==> config.mk <==
export PLATFORM = sky130hd
export DESIGN_NAME = down_timer_pwm_buzzer
export DESIGN_NICKNAME = d
export VERILOG_FILES = /design/src/verilog/down_timer_pkg.sv /design/src/verilog/down_timer_pwm_buzzer.sv
export VERILOG_INCLUDE_DIRS = /design/src /design/src/verilog
export SDC_FILE = /design/constraint.sdc
export NUM_CORES = 1
export LEC_CHECK = 0
export BUFFER_PORTS_ARGS = -buffer_cell sky130_fd_sc_hd__buf_2
export CAP_MARGIN = 10
export CORE_AREA = 2 2 89 91
export CTS_CLUSTER_SIZE = 28
export DETAILED_ROUTE_END_ITERATION = 7
export DIE_AREA = 0 0 91 93
export GPL_ROUTABILITY_DRIVEN = 0
export PLACE_DENSITY = 0.78
export SLEW_MARGIN = 25
export SYNTH_ARGS = -nofsm -noshare
export SYNTH_HDL_FRONTEND = slang
export SYNTH_SLANG_ARGS = --single-unit
==> constraint.sdc <==
create_clock -name clk_in -period 2.7 [get_ports clk_in]
set_input_delay 0.27 -clock clk_in [delete_from_list [all_inputs] [get_ports clk_in]]
set_output_delay 0.27 -clock clk_in [all_outputs]
set_load 0.02 [all_outputs]
==> src/verilog/down_timer_defines.svh <==
// Offsets, field positions and reset values of the down-timer, PWM and tone block.
// Assumes inclusion by its bare name from the design module.
`ifndef DOWN_TIMER_DEFINES_SVH
`define DOWN_TIMER_DEFINES_SVH

// Register offsets on the plain register port
`define ADDR_CTRL_ONE   4'h0
`define ADDR_CTRL_TWO   4'h1
`define ADDR_INITIAL    4'h2
`define ADDR_DUTY       4'h3
`define ADDR_TONE_CTRL  4'h4
`define ADDR_PRESCALE   4'h5
`define ADDR_IRQ_FLAG   4'h6
`define ADDR_IRQ_ENABLE 4'h7
`define ADDR_GLOBAL_IRQ 4'h8
`define ADDR_PIN_OPTION 4'h9

// Control register one fields
`define BIT_TIMER_EN    0
`define BIT_RELOAD      1
`define BIT_ONE_SHOT    2
`define BIT_PWM_LOW     6
`define BIT_PWM_EN      7
// Control register two fields
`define BIT_PS_EN_N     3
`define BIT_EDGE_SEL    4
`define BIT_CLK_SEL     5
// Tone control fields
`define BIT_TONE_EN     7
`define BIT_TONE_SRC    3
// Interrupt flag and enable position
`define BIT_UNDERFLOW   3

// Reset values
`define RST_CTRL_ONE    8'h00
`define RST_CTRL_TWO    8'h08
`define RST_INITIAL     8'hff
`define RST_DUTY        8'h00
`define RST_TONE_CTRL   8'h00
`define RST_IRQ         8'h00

// Counter restart value after underflow without reload
`define WRAP_VALUE      8'hff
`define UNDER_VALUE     8'h00

// Pin option encoding
`define PIN_OPT_PWM     1'b0
`define PIN_OPT_TONE    1'b1

`endif

==> src/verilog/down_timer_pkg.sv <==
// Types shared by the down-timer block.
// Assumes the defines header sits beside it.
package down_timer_pkg;
  // One register-port request
  typedef struct packed {
    logic [3:0] addr;
    logic [7:0] wdata;
    logic       wr;
    logic       rd;
  } reg_req_t;

  // Drive state of the shared pin
  typedef struct packed {
    logic level;
    logic oe;
  } pin_drive_t;

  // Counter run state
  typedef enum logic [1:0] {
    ST_STOPPED = 2'b00,
    ST_RUNNING = 2'b01,
    ST_DONE    = 2'b10
  } run_state_t;
endpackage

==> src/verilog/down_timer_pwm_buzzer.sv <==
// Down-counting timer with prescaler, PWM output and tone generator on one pin.
// Assumes a single 20 MHz instruction clock; ext clock pin arrives asynchronously.
// Contract
// - Timer enable bit starts or stops the down-counter.
// - Clock select picks external pin clock or instruction clock.
// - Edge select picks falling or rising external edge.
// - Active-low prescaler enable divides source by 2 to 256.
// - Prescaler count is readable through its own register.
// - Timer write loads reload and counter; read returns count.
// - One-shot mode counts down once to zero and stops.
// - Continuous reload mode restarts from stored initial value.
// - Continuous wrap mode restarts from 0xFF.
// - Underflow sets sticky flag, cleared only by writing 0.
// - Interrupt asserts while flag, its enable and global enable set.
// - PWM enable plus PWM pin option drives and outputs the pin.
// - Polarity bit makes PWM active low, else active high.
// - Duty 0 never active; duty 0xFF active 255 input clocks.
// - Tone enable plus tone pin option drives and outputs the pin.
// - Tone source is prescaler output or timer output by bit 3.
// - Tone divides its source by 2 to 256 per select field.
//
// Design decisions made here: the plain strobed port and the placing of the registers.
`timescale 1ns/100ps
`include "down_timer_defines.svh"

module down_timer_pwm_buzzer
  import down_timer_pkg::*;
(
  input  wire logic       clk_in,
  input  wire logic       rst_n_in,
  input  wire logic [3:0] addr_in,
  input  wire logic [7:0] wdata_in,
  input  wire logic       wr_in,
  input  wire logic       rd_in,
  output logic      [7:0] rdata_out,
  input  wire logic       ext_clock_pin_in,
  output logic            shared_output_pin_out,
  output logic            shared_output_pin_oe_out,
  output logic            irq_out
);

  reg_req_t   req;
  run_state_t state_ff;
  logic [7:0] ctrl_one_ff;
  logic [7:0] ctrl_two_ff;
  logic [7:0] reload_ff;
  logic [7:0] count_ff;
  logic [7:0] duty_ff;
  logic [7:0] tone_ctrl_ff;
  logic [7:0] ps_count_ff;
  logic [7:0] tone_div_ff;
  logic       tone_ff;
  logic       pwm_ff;
  logic       pin_opt_ff;
  logic       flag_ff;
  logic       flag_en_ff;
  logic       global_en_ff;
  logic       ext_s1_ff;
  logic       ext_s2_ff;
  logic       ext_s3_ff;
  logic       src_tick;
  logic       ps_tick;
  logic       timer_tick;
  logic       underflow;
  logic       tone_tick;
  logic [7:0] ps_mask;
  logic [7:0] tone_mask;
  logic [7:0] nxt_count;
  pin_drive_t pin;

  assign req = '{addr: addr_in, wdata: wdata_in, wr: wr_in, rd: rd_in};

  // Mask of low bits for a divide by 2**(sel+1)
  function automatic logic [7:0] ratio_mask(input logic [2:0] sel);
    ratio_mask = 8'((9'h002 << sel) - 9'h001);
  endfunction

  // Control and data registers
  always_ff @(posedge clk_in) begin
    if (!rst_n_in) begin
      ctrl_one_ff  <= `RST_CTRL_ONE;
      ctrl_two_ff  <= `RST_CTRL_TWO;
      reload_ff    <= `RST_INITIAL;
      duty_ff      <= `RST_DUTY;
      tone_ctrl_ff <= `RST_TONE_CTRL;
      flag_en_ff   <= 1'b0;
      global_en_ff <= 1'b0;
      pin_opt_ff   <= `PIN_OPT_PWM;
    end else if (req.wr) begin
      if (req.addr == `ADDR_CTRL_ONE) begin
        ctrl_one_ff <= req.wdata;
      end else if (req.addr == `ADDR_CTRL_TWO) begin
        ctrl_two_ff <= req.wdata;
      end else if (req.addr == `ADDR_INITIAL) begin
        reload_ff <= req.wdata;
      end else if (req.addr == `ADDR_DUTY) begin
        duty_ff <= req.wdata;
      end else if (req.addr == `ADDR_TONE_CTRL) begin
        tone_ctrl_ff <= req.wdata;
      end else if (req.addr == `ADDR_IRQ_ENABLE) begin
        flag_en_ff <= req.wdata[`BIT_UNDERFLOW];
      end else if (req.addr == `ADDR_GLOBAL_IRQ) begin
        global_en_ff <= req.wdata[0];
      end else if (req.addr == `ADDR_PIN_OPTION) begin
        pin_opt_ff <= req.wdata[0];
      end
    end
  end

  // Two-stage synchroniser then edge detect on the third stage
  always_ff @(posedge clk_in) begin
    if (!rst_n_in) begin
      ext_s1_ff <= 1'b0;
      ext_s2_ff <= 1'b0;
      ext_s3_ff <= 1'b0;
    end else begin
      ext_s1_ff <= ext_clock_pin_in;
      ext_s2_ff <= ext_s1_ff;
      ext_s3_ff <= ext_s2_ff;
    end
  end

  // Source selection: instruction clock ticks every cycle
  always_comb begin
    if (ctrl_two_ff[`BIT_CLK_SEL]) begin
      src_tick = ctrl_two_ff[`BIT_EDGE_SEL] ? (ext_s3_ff & ~ext_s2_ff)
                                            : (~ext_s3_ff & ext_s2_ff);
    end else begin
      src_tick = 1'b1;
    end
  end

  // Prescaler; free-runs on the source so the tone can use it with timer stopped
  assign ps_mask = ratio_mask(ctrl_two_ff[2:0]);
  always_ff @(posedge clk_in) begin
    if (!rst_n_in) begin
      ps_count_ff <= 8'h00;
    end else if (src_tick) begin
      ps_count_ff <= (ps_count_ff & ps_mask) == ps_mask ? 8'h00 : ps_count_ff + 8'h01;
    end
  end
  assign ps_tick    = src_tick && ((ps_count_ff & ps_mask) == ps_mask);
  assign timer_tick = ctrl_two_ff[`BIT_PS_EN_N] ? src_tick : ps_tick;

  // Underflow is the decrement out of 0x00's predecessor state
  assign underflow = (state_ff == ST_RUNNING) && timer_tick && count_ff == 8'h01;

  // Next counter value after a tick
  always_comb begin
    if (count_ff == 8'h01 && !ctrl_one_ff[`BIT_ONE_SHOT]) begin
      nxt_count = ctrl_one_ff[`BIT_RELOAD] ? reload_ff : `WRAP_VALUE;
    end else begin
      nxt_count = count_ff - 8'h01;
    end
  end

  // Counter and run state; a write restarts from the new initial value
  always_ff @(posedge clk_in) begin
    if (!rst_n_in) begin
      count_ff <= `RST_INITIAL;
      state_ff <= ST_STOPPED;
    end else if (req.wr && req.addr == `ADDR_INITIAL) begin
      count_ff <= req.wdata;
      state_ff <= ctrl_one_ff[`BIT_TIMER_EN] ? ST_RUNNING : ST_STOPPED;
    end else if (!ctrl_one_ff[`BIT_TIMER_EN]) begin
      state_ff <= ST_STOPPED;
    end else begin
      case (state_ff)
        ST_STOPPED: begin
          state_ff <= ST_RUNNING;
        end
        ST_RUNNING: begin
          if (timer_tick) begin
            count_ff <= nxt_count;
            if (underflow && ctrl_one_ff[`BIT_ONE_SHOT]) begin
              state_ff <= ST_DONE;
            end
          end
        end
        default: begin
          state_ff <= ST_DONE;
        end
      endcase
    end
  end

  // Sticky flag; hardware set wins over a firmware clear
  always_ff @(posedge clk_in) begin
    if (!rst_n_in) begin
      flag_ff <= 1'b0;
    end else if (underflow) begin
      flag_ff <= 1'b1;
    end else if (req.wr && req.addr == `ADDR_IRQ_FLAG && !req.wdata[`BIT_UNDERFLOW]) begin
      flag_ff <= 1'b0;
    end
  end
  assign irq_out = flag_ff & flag_en_ff & global_en_ff;

  // PWM: active while count is at or below duty; duty 0 never matches
  always_ff @(posedge clk_in) begin
    if (!rst_n_in) begin
      pwm_ff <= 1'b0;
    end else begin
      pwm_ff <= (duty_ff != 8'h00) && (count_ff <= duty_ff);
    end
  end

  // Tone divider; ratio 2**(sel[2:0]+1), toggling halves each period
  assign tone_mask = ratio_mask(tone_ctrl_ff[2:0]) >> 1;
  assign tone_tick = tone_ctrl_ff[`BIT_TONE_SRC] ? underflow : ps_tick;
  always_ff @(posedge clk_in) begin
    if (!rst_n_in) begin
      tone_div_ff <= 8'h00;
      tone_ff     <= 1'b0;
    end else if (!tone_ctrl_ff[`BIT_TONE_EN]) begin
      tone_div_ff <= 8'h00;
      tone_ff     <= 1'b0;
    end else if (tone_tick) begin
      if ((tone_div_ff & tone_mask) == tone_mask) begin
        tone_div_ff <= 8'h00;
        tone_ff     <= ~tone_ff;
      end else begin
        tone_div_ff <= tone_div_ff + 8'h01;
      end
    end
  end

  // Shared pin mux; polarity applied to PWM only
  always_comb begin
    pin = '{level: 1'b0, oe: 1'b0};
    if (pin_opt_ff == `PIN_OPT_PWM && ctrl_one_ff[`BIT_PWM_EN]) begin
      pin = '{level: pwm_ff ^ ctrl_one_ff[`BIT_PWM_LOW], oe: 1'b1};
    end else if (pin_opt_ff == `PIN_OPT_TONE && tone_ctrl_ff[`BIT_TONE_EN]) begin
      pin = '{level: tone_ff, oe: 1'b1};
    end
  end
  assign shared_output_pin_out    = pin.level;
  assign shared_output_pin_oe_out = pin.oe;

  // Read data registered, valid the cycle after the strobe
  always_ff @(posedge clk_in) begin
    if (!rst_n_in) begin
      rdata_out <= 8'h00;
    end else if (req.rd) begin
      if (req.addr == `ADDR_CTRL_ONE) begin
        rdata_out <= ctrl_one_ff;
      end else if (req.addr == `ADDR_CTRL_TWO) begin
        rdata_out <= ctrl_two_ff;
      end else if (req.addr == `ADDR_INITIAL) begin
        rdata_out <= count_ff;
      end else if (req.addr == `ADDR_DUTY) begin
        rdata_out <= duty_ff;
      end else if (req.addr == `ADDR_TONE_CTRL) begin
        rdata_out <= tone_ctrl_ff;
      end else if (req.addr == `ADDR_PRESCALE) begin
        rdata_out <= ps_count_ff & ps_mask;
      end else if (req.addr == `ADDR_IRQ_FLAG) begin
        rdata_out <= 8'({flag_ff, 3'b000});
      end else if (req.addr == `ADDR_IRQ_ENABLE) begin
        rdata_out <= 8'({flag_en_ff, 3'b000});
      end else if (req.addr == `ADDR_GLOBAL_IRQ) begin
        rdata_out <= {7'h00, global_en_ff};
      end else if (req.addr == `ADDR_PIN_OPTION) begin
        rdata_out <= {7'h00, pin_opt_ff};
      end else begin
        rdata_out <= 8'h00;
      end
    end else begin
      rdata_out <= 8'h00;
    end
  end
endmodule

==> impl_summary.log, run 1 <==
[metrics] worst-case clock skew: 7.79 ps
[metrics] layer carrying the most global-route usage: met2
[metrics] number of global-route vias before repair: 3,754
[metrics] number of CTS-inserted buffers: 9
[metrics] maximum number of pins on one net before global-route repair: 30
[metrics] part of the total power dissipated in the clock network: 0.386
[metrics] Period minus WS final: 2380 ps
[metrics] clock tree sinks: 82
[metrics] number of DRC markers after the initial detailed-route iteration: 412
[metrics] Worst Setup Path Type: reg -> reg
[metrics] IR Drop Worst-Case VDD: 284 uV
[metrics] critical path data required time: 3000 ps
[metrics] Logic pwr share: 0.089
[metrics] count of warnings emitted by yosys: 0
[metrics] Placement Rows: 32
[metrics] CP max stage cell: sky130_fd_sc_hd__a32oi_2
[metrics] total die area: 8460 sq um
[metrics] adder and majority cell fraction of the synthesized area: 0.0339
[metrics] portion of synthesized cell area occupied by the leading cell type: 0.370
[metrics] DRC Markers: 0
[metrics] met3 usage in global routing: 0.0556
[metrics] mapped cell area: 4430 sq um
[metrics] critical path fanouts, max: 17
[metrics] Final TNS setup: 0 ps
[metrics] hold buffers post-CTS: 0
[metrics] initial antenna violation count: 0
[metrics] fraction of met1 tracks used by global routing: 0.356
[metrics] Psw: 597 uW
[metrics] worst path arrival time: 2680 ps
[metrics] Synth area leader: sky130_fd_sc_hd__dfxtp_1
[metrics] top cells by count, synth: sky130_fd_sc_hd__dfxtp_1, sky130_fd_sc_hd__nand2_1, sky130_fd_sc_hd__nor2_1
[metrics] via-per-instance ratio: 6.15
[metrics] type of the tightest min-delay check: in -> reg
[metrics] dominant combinational cell family by area after synthesis: simple AND/OR/NAND/NOR gates
[metrics] commonest register cell after synthesis: sky130_fd_sc_hd__dfxtp_1
[metrics] count of nets left with antenna violations after detail routing: 0
[metrics] detailed-routing iteration count for the pre-antenna-repair pass: 5
[metrics] internal reg-to-reg setup slack: 320 ps
[metrics] number of fill cells in the layout: 665
[metrics] MaxCap Viol Count: 0
[metrics] post-CTS resize count: 0
[metrics] final setup vio count: 0
[metrics] unrepaired setup endpoints after global routing: false
[metrics] startpoint types: flip-flop
[metrics] transition time at the pin with the least slew margin: 685 ps
[metrics] most area-consuming cells after synthesis: sky130_fd_sc_hd__dfxtp_1, sky130_fd_sc_hd__mux2i_1, sky130_fd_sc_hd__nand2_1, sky130_fd_sc_hd__nor2b_1, sky130_fd_sc_hd__ha_1
[metrics] post-synth cell types: 69
[metrics] overflow left after global routing: 0
[metrics] worst-case clock buffer depth: 2
[metrics] Top-Level Pins: 28
[metrics] global-route wire length before repair: 18.7 mm
[metrics] mux contribution to synthesized area: 0.0821
[metrics] height of the die: 93 um
[metrics] HPWL after detailed placement: 8.14 mm
[metrics] fin worst setup slack: 323 ps
[metrics] largest stage delay on the critical path: 590 ps
[metrics] number of standard cells after synthesis: 517
[metrics] grt met2 use: 0.441
[metrics] net count after synthesis: 546
[metrics] die width: 91 um
[metrics] total routing resource utilization after global routing: 0.280
[metrics] Avg Cell Area, Syn: 8.57 sq um
[metrics] internal power component: 1.77 mW
[metrics] average wire length per cell after detail routing: 17.7 um
[metrics] Setup Fix Bufs, Post-CTS: 0
[metrics] outcome: finished, final reports clean
[metrics] XOR/XNOR Fraction of Synth Area: 0.0257
[metrics] number of enable-type register cells in the synthesized netlist: 0
[metrics] final critical-path share of the clock period: 0.880
[metrics] power per unit of standard cell area: 489 nW/um^2
[metrics] net total in the final layout: 567
[metrics] timing-limited maximum frequency: 421 MHz
[metrics] Synth Area in Simple Gates: 0.256
[metrics] critical path, cell by cell: nor2_1, o22ai_1, o31ai_4, a32oi_2, o21bai_1, a21oi_1
[metrics] H-tree lvl count: 3
[metrics] clock latency at the later pin of the worst-skew pair: 360 ps
[metrics] Max Transition Viols Final: 0
[metrics] post-placement setup slack: 373 ps
[metrics] Finished Layout Cells: 645
[metrics] headroom to the max-slew limit: 0.544
[metrics] Final Hold Viols: 0
[metrics] total power: 2.37 mW
[metrics] endpoint kind of the worst setup timing path: flip-flop
[metrics] aggregate routed wire length: 11.4 mm
[metrics] Starting Density: 0.589
[metrics] Synth-to-Final Area Change: 9.29%
[metrics] Port Buffer Count: 27
[metrics] post-CTS clock slew at the launch and capture registers of the worst setup and hold paths: 80 ps
[metrics] share of power burned in registers: 0.524
[metrics] antenna diode count: 0
[metrics] sequential cell area fraction in the yosys report: 0.370
[metrics] via count: 3,968
[metrics] clock tree from TritonCTS: done
[metrics] Clock Tree Root: sky130_fd_sc_hd__clkbuf_8
[metrics] Switching Fraction: 0.252
[metrics] Yosys reg bits: 82
[metrics] dominant cell by count in the synthesized netlist: sky130_fd_sc_hd__dfxtp_1
[metrics] Leakage: 1.86 nW
[metrics] fraction of layout instances using a drive strength above 1: 0.138
[metrics] total placed cells including tap cells: 629
[metrics] core area: 7530 sq um
[metrics] compound-cell area share of the yosys netlist: 0.178
[metrics] fraction of registers with async set/reset: 0
cell usage in the layout, fill, tap and decap left out, types with 3 or more instances in the layout:
master                     Yosys  routed
sky130_fd_sc_hd__o21ai_0      23      23
sky130_fd_sc_hd__xor2_1        8       8
sky130_fd_sc_hd__buf_4         1      12
sky130_fd_sc_hd__a21oi_1      26      26
sky130_fd_sc_hd__nor2b_1      29      29
sky130_fd_sc_hd__nor3_1       14      14
sky130_fd_sc_hd__nor2_1       35      35
sky130_fd_sc_hd__nand3b_1      7       7
sky130_fd_sc_hd__ha_1         12      12
sky130_fd_sc_hd__a311o_2       3       3
sky130_fd_sc_hd__dfxtp_1      82      82
sky130_fd_sc_hd__xnor2_1       5       5
sky130_fd_sc_hd__a21boi_0     12      12
sky130_fd_sc_hd__clkinv_2      0       3
sky130_fd_sc_hd__mux2i_1      33      33
sky130_fd_sc_hd__o22ai_1       5       5
sky130_fd_sc_hd__nand4_1       5       5
sky130_fd_sc_hd__nor3b_1       9       9
sky130_fd_sc_hd__a311o_1       4       4
sky130_fd_sc_hd__and2_1        6       6
sky130_fd_sc_hd__nand2b_1      5       5
sky130_fd_sc_hd__a31oi_1      10      10
sky130_fd_sc_hd__and3_1        3       3
sky130_fd_sc_hd__inv_1        26      26
sky130_fd_sc_hd__buf_2         7      27
sky130_fd_sc_hd__nand3_1      20      20
sky130_fd_sc_hd__o211ai_1      6       6
sky130_fd_sc_hd__or3_1         5       5
sky130_fd_sc_hd__clkbuf_8      1      11
sky130_fd_sc_hd__nand2_1      50      50
through the flow:
stage / instance area, sq um / hold WS, ps / util
floorplan: 4430 / 397 / -
global placement: 4640 / 446 / 0.617
detailed placement: 4640 / 444 / 0.617
CTS: 4840 / 101 / 0.644
global route: 4840 / 114 / 0.644
finish: 4840 / 110 / 0.644
area by class of cell:
| class | instances | area [sq um] | share of cell area |
|---|---|---|---|
| Sequential cell | 82 | 1640 | 0.339 |
| Clock inverter | 5 | 52.6 | 0.0108 |
| Inverter | 26 | 97.6 | 0.0201 |
| Clock buffer | 11 | 151 | 0.0312 |
| Tap cell | 102 | 128 | 0.0263 |
| Multi-Input combinational cell | 380 | 2550 | 0.526 |
| Timing Repair Buffer | 39 | 225 | 0.0465 |
power by group through the flow:
stage | clock, mW | sequential (mW) | combinational (mW)
floorplan | 0 | 1.27 | 0.137
global placement | 0 | 1.27 | 0.202
detailed placement | 0 | 1.27 | 0.205
CTS | 0.936 | 1.24 | 0.206
global route | 0.987 | 1.25 | 0.226
finish | 0.916 | 1.24 | 0.212
final timing paths:
kind,end,from,cells after the start
worst max-delay path,tone_div_ff[4],ctrl_two_ff[1],6
worst min-delay path,ext_s1_ff,ext_clock_pin_in,2
worst max register to register,tone_div_ff[4],ctrl_two_ff[1],6
worst min register to register,ext_s2_ff,ext_s1_ff,1
critical path, delay by kind of cell, from the launching register on:
kind | cells | cell delay, ps
DFF | 1 | 570
and+or+nand+nor | 1 | 120
AOI/OAI and AO/OA | 5 | 1620
layer usage:
metal	vias up	wire length, um	part of all wire
li1	1876	-	-
met1	1869	4770	0.42
met2	171	5130	0.45
met3	52	913	0.080
met4	0	609	0.053
met5	-	0	0
flip-flops by register name (all words and copies together), names as in the netlist:
register,flops
flag_ff,1
duty_ff,8
ext_s2_ff,1
reload_ff,8
ext_s3_ff,1
ctrl_two_ff,8
state_ff,2
pin_opt_ff,1
ctrl_one_ff,8
flag_en_ff,1
tone_div_ff,7
tone_ff,1
ext_s1_ff,1
count_ff,8
pwm_ff,1
ps_count_ff,8
rdata_out,8
tone_ctrl_ff,8
global_en_ff,1
cells by family after synthesis:
kind of cell	after synthesis
xor gates and xnor gates	13
and+or+nand+nor	207
DFF	82
adders and majority gates	12
AOI/OAI and AO/OA	113
muxes	35
buffers and inverters	55
No activity file was read; power rests on OpenSTA's default activity.
==> run 2: changes to the inputs <==
--- a/config.mk
+++ b/config.mk
@@ -14,6 +14,7 @@
 export DIE_AREA = 0 0 91 93
 export GPL_ROUTABILITY_DRIVEN = 0
 export PLACE_DENSITY = 0.78
+export RECOVER_POWER = 50
 export SLEW_MARGIN = 25
 export SYNTH_ARGS = -nofsm -noshare
 export SYNTH_HDL_FRONTEND = slang
==> run 2 against run 1 <==
Non-clock buffer count stayed put. Fmax is 0.23% lower. Flip-flop and latch count did not move. Sequential power about the same. Via count grew 0.35%.
==> impl_summary.log, run 2 (same netlist as run 1, synthesis figures left out) <==
[metrics] outcome: finished, final reports clean
[metrics] number of DRC markers after the initial detailed-route iteration: 352 (-15%)
[metrics] initial antenna violation count: 0 (unchanged)
[metrics] Switching Fraction: 0.253 (+0.00170)
[metrics] part of the total power dissipated in the clock network: 0.388 (+0.002)
[metrics] worst-case clock buffer depth: 2 (unchanged)
[metrics] Max Transition Viols Final: 0 (unchanged)
[metrics] final critical-path share of the clock period: 0.882 (+0.00200)
[metrics] Finished Layout Cells: 645 (unchanged)
[metrics] total die area: 8460 sq um (unchanged)
[metrics] Final TNS setup: 0 ps (unchanged)
[metrics] Period minus WS final: 2380 ps (+5.41 ps)
[metrics] Top-Level Pins: 28 (unchanged)
[metrics] average wire length per cell after detail routing: 17.7 um (about the same)
[metrics] Placement Rows: 32 (unchanged)
[metrics] post-CTS resize count: 0 (unchanged)
[metrics] critical path fanouts, max: 17 (unchanged)
[metrics] type of the tightest min-delay check: in -> reg
[metrics] post-CTS clock slew at the launch and capture registers of the worst setup and hold paths: 80 ps (about the same)
[metrics] height of the die: 93 um (unchanged)
[metrics] startpoint types: flip-flop
[metrics] net total in the final layout: 567 (unchanged)
[metrics] hold buffers post-CTS: 0 (unchanged)
[metrics] critical path data required time: 3000 ps (about the same)
[metrics] Port Buffer Count: 27 (unchanged)
[metrics] count of nets left with antenna violations after detail routing: 0 (unchanged)
[metrics] Psw: 601 uW (+0.75%)
[metrics] timing-limited maximum frequency: 420 MHz (-0.23%)
[metrics] antenna diode count: 0 (unchanged)
[metrics] via-per-instance ratio: 6.17 (+0.35%)
[metrics] via count: 3,982 (+0.35%)
[metrics] internal power component: 1.77 mW (-0.15%)
[metrics] worst-case clock skew: 8.44 ps (+0.645 ps)
[metrics] unrepaired setup endpoints after global routing: false
[metrics] H-tree lvl count: 3 (unchanged)
[metrics] fraction of layout instances using a drive strength above 1: 0.103 (-0.0350)
[metrics] Clock Tree Root: sky130_fd_sc_hd__clkbuf_8
[metrics] endpoint kind of the worst setup timing path: flip-flop
[metrics] most frequent cells in the layout: sky130_fd_sc_hd__dfxtp_1, sky130_fd_sc_hd__nand2_1, sky130_fd_sc_hd__nor2_1
[metrics] core area: 7530 sq um (unchanged)
[metrics] most common cell after layout, fill and taps aside: sky130_fd_sc_hd__dfxtp_1
[metrics] detailed-routing iteration count for the pre-antenna-repair pass: 6 (+1)
[metrics] worst path arrival time: 2680 ps (about the same)
[metrics] total placed cells including tap cells: 629 (unchanged)
[metrics] transition time at the pin with the least slew margin: 1020 ps (+331 ps)
[metrics] aggregate routed wire length: 11.4 mm (about the same)
[metrics] die width: 91 um (unchanged)
[metrics] IR Drop Worst-Case VDD: 285 uV (+0.42%)
[metrics] headroom to the max-slew limit: 0.323 (-0.221)
[metrics] power per unit of standard cell area: 494 nW/um^2 (+0.96%)
[metrics] DRC Markers: 0 (unchanged)
[metrics] Starting Density: 0.589 (unchanged)
[metrics] number of global-route vias before repair: 3,754 (unchanged)
[metrics] overflow left after global routing: 0 (unchanged)
[metrics] Leakage: 1.79 nW (-4.0%)
[metrics] HPWL after detailed placement: 8.14 mm (unchanged)
[metrics] Final Hold Viols: 0 (unchanged)
[metrics] share of power burned in registers: 0.524 (about the same)
[metrics] maximum number of pins on one net before global-route repair: 30 (unchanged)
[metrics] Synth-to-Final Area Change: 8.33%
[metrics] final setup vio count: 0 (unchanged)
[metrics] Logic pwr share: 0.088 (about the same)
[metrics] Worst Setup Path Type: reg -> reg
[metrics] global-route wire length before repair: 18.7 mm (unchanged)
[metrics] clock tree from TritonCTS: done
[metrics] clock latency at the later pin of the worst-skew pair: 370 ps (about the same)
[metrics] clock tree sinks: 82 (unchanged)
[metrics] total routing resource utilization after global routing: 0.280 (unchanged)
[metrics] number of CTS-inserted buffers: 9 (unchanged)
[metrics] MaxCap Viol Count: 0 (unchanged)
[metrics] Setup Fix Bufs, Post-CTS: 0 (unchanged)
==> run 2: changes by cell type in the layout (fill, tap and decap cells not counted) <==
cell / delta
sky130_fd_sc_hd__and2_0: +1
sky130_fd_sc_hd__and2_1: -1
sky130_fd_sc_hd__buf_2: -12
sky130_fd_sc_hd__buf_4: -6
sky130_fd_sc_hd__clkbuf_1: +18
sky130_fd_sc_hd__nor3_1: +1
sky130_fd_sc_hd__nor3_2: -1
==> run 2: final timing paths <==
path / start / end / slack, ps / cells after the start
worst max-delay path: ctrl_two_ff[1] / tone_div_ff[4] / 320 / 6
worst min-delay path: ext_clock_pin_in / ext_s1_ff / 110 / 2
worst min register to register: ext_s1_ff / ext_s2_ff / 460 / 1
worst max register to register: ctrl_two_ff[1] / tone_div_ff[4] / 320 / 6
==> run 2: power groups by stage <==
stage	clock [mW]	combinational [mW]	sequential [mW]
after global placement	0	0.202	1.27
after detailed placement	0	0.205	1.27
final	0.921	0.208	1.24
after CTS	0.936	0.206	1.24
after global routing	0.987	0.223	1.25
after floorplan	0	0.137	1.27
==> run 2: layout make-up <==
cell class,count,area [sq um]
Fill cell,679,2730
Multi-Input combinational cell,380,2540
Sequential cell,82,1640
Timing Repair Buffer,39,188
Clock buffer,11,151
Tap cell,102,128
Inverter,26,97.6
Clock inverter,5,52.6
==> run 2: metrics by stage <==
step / setup WS (ps) / instance area, sq um / hold WS, ps / total power, mW / utilization
detailed placement: 373 / 4640 / 444 / 1.48 / 0.617
global placement: 425 / 4640 / 446 / 1.47 / 0.617
floorplan: 693 / 4430 / 397 / 1.41 / -
CTS: 341 / 4840 / 101 / 2.38 / 0.644
global route: 87.0 / 4800 / 114 / 2.46 / 0.638
finish: 318 / 4800 / 109 / 2.37 / 0.638
==> run 2: metal layers <==
layer / up-vias / routed length [um] / track usage
li1: 1873 / - / -
met1: 1872 / 4750 / 0.356
met2: 188 / 5200 / 0.441
met3: 49 / 903 / 0.0556
met4: 0 / 566 / 0.170
met5: - / 0 / 0
==> run 2: critical path: stages, from the launching register on <==
cell and delay [ps]:
sky130_fd_sc_hd__dfxtp_1 570, sky130_fd_sc_hd__nor2_1 120, sky130_fd_sc_hd__o22ai_1 440, sky130_fd_sc_hd__o31ai_4 140, sky130_fd_sc_hd__a32oi_2 590, sky130_fd_sc_hd__o21bai_1 280, sky130_fd_sc_hd__a21oi_1 170
==> run 3: changes to the inputs <==
--- a/config.mk
+++ b/config.mk
@@ -6,14 +6,15 @@
 export SDC_FILE = /design/constraint.sdc
 export NUM_CORES = 1
 export LEC_CHECK = 0
+export ABC_AREA = 1
 export BUFFER_PORTS_ARGS = -buffer_cell sky130_fd_sc_hd__buf_2
 export CAP_MARGIN = 10
-export CORE_AREA = 2 2 89 91
+export CORE_AREA = 4 4 89 91
 export CTS_CLUSTER_SIZE = 28
 export DETAILED_ROUTE_END_ITERATION = 7
-export DIE_AREA = 0 0 91 93
+export DIE_AREA = 0 0 93 95
 export GPL_ROUTABILITY_DRIVEN = 0
-export PLACE_DENSITY = 0.78
+export PLACE_DENSITY = 0.77
 export RECOVER_POWER = 50
 export SLEW_MARGIN = 25
 export SYNTH_ARGS = -nofsm -noshare
==> run 3 against run 2 <==
Clock skew rose by 6.0 ps. Wire length is 0.26% lower. Largest power group unchanged. Critical path depth shrank 2. Count of clock-buffer cells in the layout is 2 lower. Worst hold slack lost 15 ps. Combinational power is 8% lower. Total power increased by 3.5%. Sequential power about the same. Synthesized cell count rose by 11%.
==> impl_summary.log, run 3 <==
[metrics] share of power burned in registers: 0.511 (-0.013)
[metrics] fraction of met1 tracks used by global routing: 0.333 (-0.0231)
[metrics] initial antenna violation count: 0 (unchanged)
[metrics] Reg2Reg Depth: 10 (+4)
[metrics] clock tree sinks: 82 (unchanged)
[metrics] commonest register cell after synthesis: sky130_fd_sc_hd__dfxtp_1
[metrics] endpoint kind of the worst setup timing path: flip-flop
[metrics] most frequent cells in the layout: sky130_fd_sc_hd__nand2_1, sky130_fd_sc_hd__dfxtp_1, sky130_fd_sc_hd__inv_1
[metrics] number of enable-type register cells in the synthesized netlist: 0 (unchanged)
[metrics] Placement Rows: 31 (-3.1%)
[metrics] H-tree lvl count: 3 (unchanged)
[metrics] layer carrying the most global-route usage: met2
[metrics] post-placement setup slack: 915 ps (+542 ps)
[metrics] total die area: 8840 sq um (+4.4%)
[metrics] reg-to-reg endpoint: count_ff[3]
[metrics] worst hold margin: 94.0 ps (-15.4 ps)
[metrics] total power: 2.46 mW (+3.5%)
[metrics] critical path's most frequent cell: sky130_fd_sc_hd__clkbuf_1
[metrics] internal reg-to-reg setup slack: 870 ps (+550 ps)
[metrics] MaxCap Viol Count: 0 (unchanged)
[metrics] Leakage: 1.86 nW (+4.1%)
[metrics] aggregate routed wire length: 11.4 mm (-0.26%)
[metrics] HPWL after detailed placement: 8.31 mm (+2.0%)
[metrics] start of the worst register-to-register path: ctrl_two_ff[2]
[metrics] core area: 7140 sq um (-5.2%)
[metrics] unrepaired setup endpoints after global routing: false
[metrics] Port Buffer Count: 27 (unchanged)
[metrics] hold buffers post-CTS: 0 (unchanged)
[metrics] global-route wire length before repair: 18.3 mm (-2.1%)
[metrics] number of DRC markers after the initial detailed-route iteration: 347 (-1.4%)
[metrics] most area-consuming cells after synthesis: sky130_fd_sc_hd__dfxtp_1, sky130_fd_sc_hd__nand2_1, sky130_fd_sc_hd__a21oi_1, sky130_fd_sc_hd__inv_1, sky130_fd_sc_hd__o21ai_0
[metrics] clock latency at the later pin of the worst-skew pair: 370 ps (about the same)
[metrics] headroom to the max-slew limit: 0.355 (+0.0324)
[metrics] die width: 93 um (+2.2%)
[metrics] detailed-routing iteration count for the pre-antenna-repair pass: 5 (-1)
[metrics] mapped cell area: 4160 sq um (-6.3%)
[metrics] net total in the final layout: 630 (+11%)
[metrics] Yosys reg bits: 82 (unchanged)
[metrics] grt met2 use: 0.450 (+0.00855)
[metrics] portion of synthesized cell area occupied by the leading cell type: 0.395 (+0.0248)
[metrics] post-CTS clock slew at the launch and capture registers of the worst setup and hold paths: 90 ps (about the same)
[metrics] critical path data required time: 2980 ps (-20 ps)
[metrics] net count after synthesis: 602 (+10%)
[metrics] Synth area leader: sky130_fd_sc_hd__dfxtp_1
[metrics] number of standard cells after synthesis: 573 (+11%)
[metrics] Top-Level Pins: 28 (unchanged)
[metrics] CP max stage cell: sky130_fd_sc_hd__clkbuf_1
[metrics] type of the tightest min-delay check: in -> reg
[metrics] total routing resource utilization after global routing: 0.268 (-0.0122)
[metrics] Max Transition Viols Final: 0 (unchanged)
[metrics] top cells by count, synth: sky130_fd_sc_hd__nand2_1, sky130_fd_sc_hd__dfxtp_1, sky130_fd_sc_hd__inv_1
[metrics] fraction of registers with async set/reset: 0 (unchanged)
[metrics] antenna diode count: 0 (unchanged)
[metrics] Starting Density: 0.582 (-0.00671)
[metrics] count of warnings emitted by yosys: 0 (unchanged)
[metrics] largest stage delay on the critical path: 790 ps (+200 ps)
[metrics] met3 usage in global routing: 0.0430 (-0.0126)
[metrics] Worst Setup Path Type: in -> reg
[metrics] fraction of layout instances using a drive strength above 1: 0.104 (+0.000830)
[metrics] critical path fanouts, max: 22 (+5)
[metrics] via count: 4,052 (+1.8%)
[metrics] Synth-to-Final Area Change: 9.88%
[metrics] via-per-instance ratio: 5.75 (-6.9%)
[metrics] Final Hold Viols: 0 (unchanged)
[metrics] final critical-path share of the clock period: 0.707 (-0.175)
[metrics] Setup Fix Bufs, Post-CTS: 0 (unchanged)
[metrics] hold path startpoint: ext_clock_pin_in
[metrics] maximum number of pins on one net before global-route repair: 23 (-23%)
[metrics] Logic pwr share: 0.078 (-0.010)
[metrics] worst-case clock buffer depth: 2 (unchanged)
[metrics] worst-case clock skew: 14.5 ps (+6.01 ps)
[metrics] height of the die: 95 um (+2.2%)
[metrics] part of the total power dissipated in the clock network: 0.411 (+0.023)
[metrics] fin worst setup slack: 790 ps (+473 ps)
[metrics] timing-limited maximum frequency: 524 MHz (+25%)
[metrics] DRC Markers: 0 (unchanged)
[metrics] worst path arrival time: 2190 ps (-490 ps)
[metrics] internal power component: 1.81 mW (+2.4%)
[metrics] Clock Tree Root: sky130_fd_sc_hd__clkbuf_8
[metrics] dominant cell by count in the synthesized netlist: sky130_fd_sc_hd__nand2_1
[metrics] Avg Cell Area, Syn: 7.25 sq um (-15%)
[metrics] clock tree from TritonCTS: done
[metrics] final setup vio count: 0 (unchanged)
[metrics] overflow left after global routing: 0 (unchanged)
[metrics] sequential cell area fraction in the yosys report: 0.395 (+0.0248)
[metrics] number of global-route vias before repair: 3,732 (-0.59%)
[metrics] total placed cells including tap cells: 689 (+9.5%)
[metrics] Switching Fraction: 0.261 (+0.00785)
[metrics] Period minus WS final: 1910 ps (-473 ps)
[metrics] IR Drop Worst-Case VDD: 369 uV (+29%)
[metrics] count of nets left with antenna violations after detail routing: 0 (unchanged)
[metrics] outcome: finished, final reports clean
[metrics] number of instances on the worst hold path: 3 (+1)
[metrics] transition time at the pin with the least slew margin: 967 ps (-48.7 ps)
[metrics] Final TNS setup: 0 ps (unchanged)
[metrics] post-synth cell types: 42 (-39%)
[metrics] power per unit of standard cell area: 538 nW/um^2 (+8.9%)
[metrics] critical path, cell by cell: clkbuf_1, clkbuf_1, o21ai_0, a21oi_1
[metrics] post-CTS resize count: 0 (unchanged)
[metrics] startpoint types: primary input
[metrics] average wire length per cell after detail routing: 16.2 um (-8.8%)
[metrics] Psw: 641 uW (+6.7%)
[metrics] Finished Layout Cells: 705 (+9.3%)
[metrics] number of CTS-inserted buffers: 9 (unchanged)
[metrics] most common cell after layout, fill and taps aside: sky130_fd_sc_hd__nand2_1
[metrics] worst hold path endpoint: ext_s1_ff
## run 3: changes by cell type after synthesis, sizes merged, moves of 11 or more
cell,delta
nor2,+12
o21ai,+21
a21oi,+30
nor2b,-29
nand3,+11
nand2,+90
inv,+48
a21boi,-12
clkbuf,-12
mux2i,-33
## run 3: cell families after synthesis
kind of cell,after synthesis,synth area share
DFF,82,0.395
AOI/OAI and AO/OA,134,0.190
adders and majority gates,12,0.0361
and+or+nand+nor,248,0.272
buffers and inverters,85,0.0813
xor gates and xnor gates,12,0.0253
## run 3: per-stage QoR
step                 util  cell area [sq um]
finish              0.640               4570
floorplan               -               4160
global route        0.640               4570
detailed placement  0.611               4360
global placement    0.611               4360
CTS                 0.642               4580
## run 3: how the worst max path moves through the flow
stage	from	end	slack, ps	cells past startpoint
6_report	rst_n_in	ctrl_one_ff[2]	790	4
3_3_place_gp	addr_in[1]	ctrl_one_ff[1]	960	7
3_5_place_dp	addr_in[1]	ctrl_one_ff[1]	920	7
4_1_cts	ctrl_two_ff[2]	count_ff[3]	930	10
5_1_grt	rst_n_in	ctrl_one_ff[2]	630	4
2_1_floorplan	count_ff[2]	count_ff[2]	1270	7
## run 3: layout make-up
type	count	area (sq um)
multi-input combinational	406	2170
inverter	74	278
tap	99	124
clock buffer	9	124
timing repair buffer	28	126
clock inverter	7	98.8
fill	696	2570
sequential	82	1640
## run 3: worst max-delay path: cells and delay by family
family	cells	cell delay [ps]
AO/OA/AOI/OAI	2	450
buffers and inverters	2	1460
## run 3: power by group through the flow
stage	Clock, mW	Combinational (mW)	Sequential (mW)
2_1_floorplan	0	0.125	1.28
3_3_place_gp	0	0.185	1.28
3_5_place_dp	0	0.189	1.28
4_1_cts	1.02	0.190	1.25
5_1_grt	1.06	0.214	1.26
6_report	1.01	0.192	1.25
## run 3: per-layer routing
metal,part of all wire,vias up
met5,0,-
met2,0.47,158
li1,-,1975
met4,0.043,0
met3,0.060,49
met1,0.42,1870
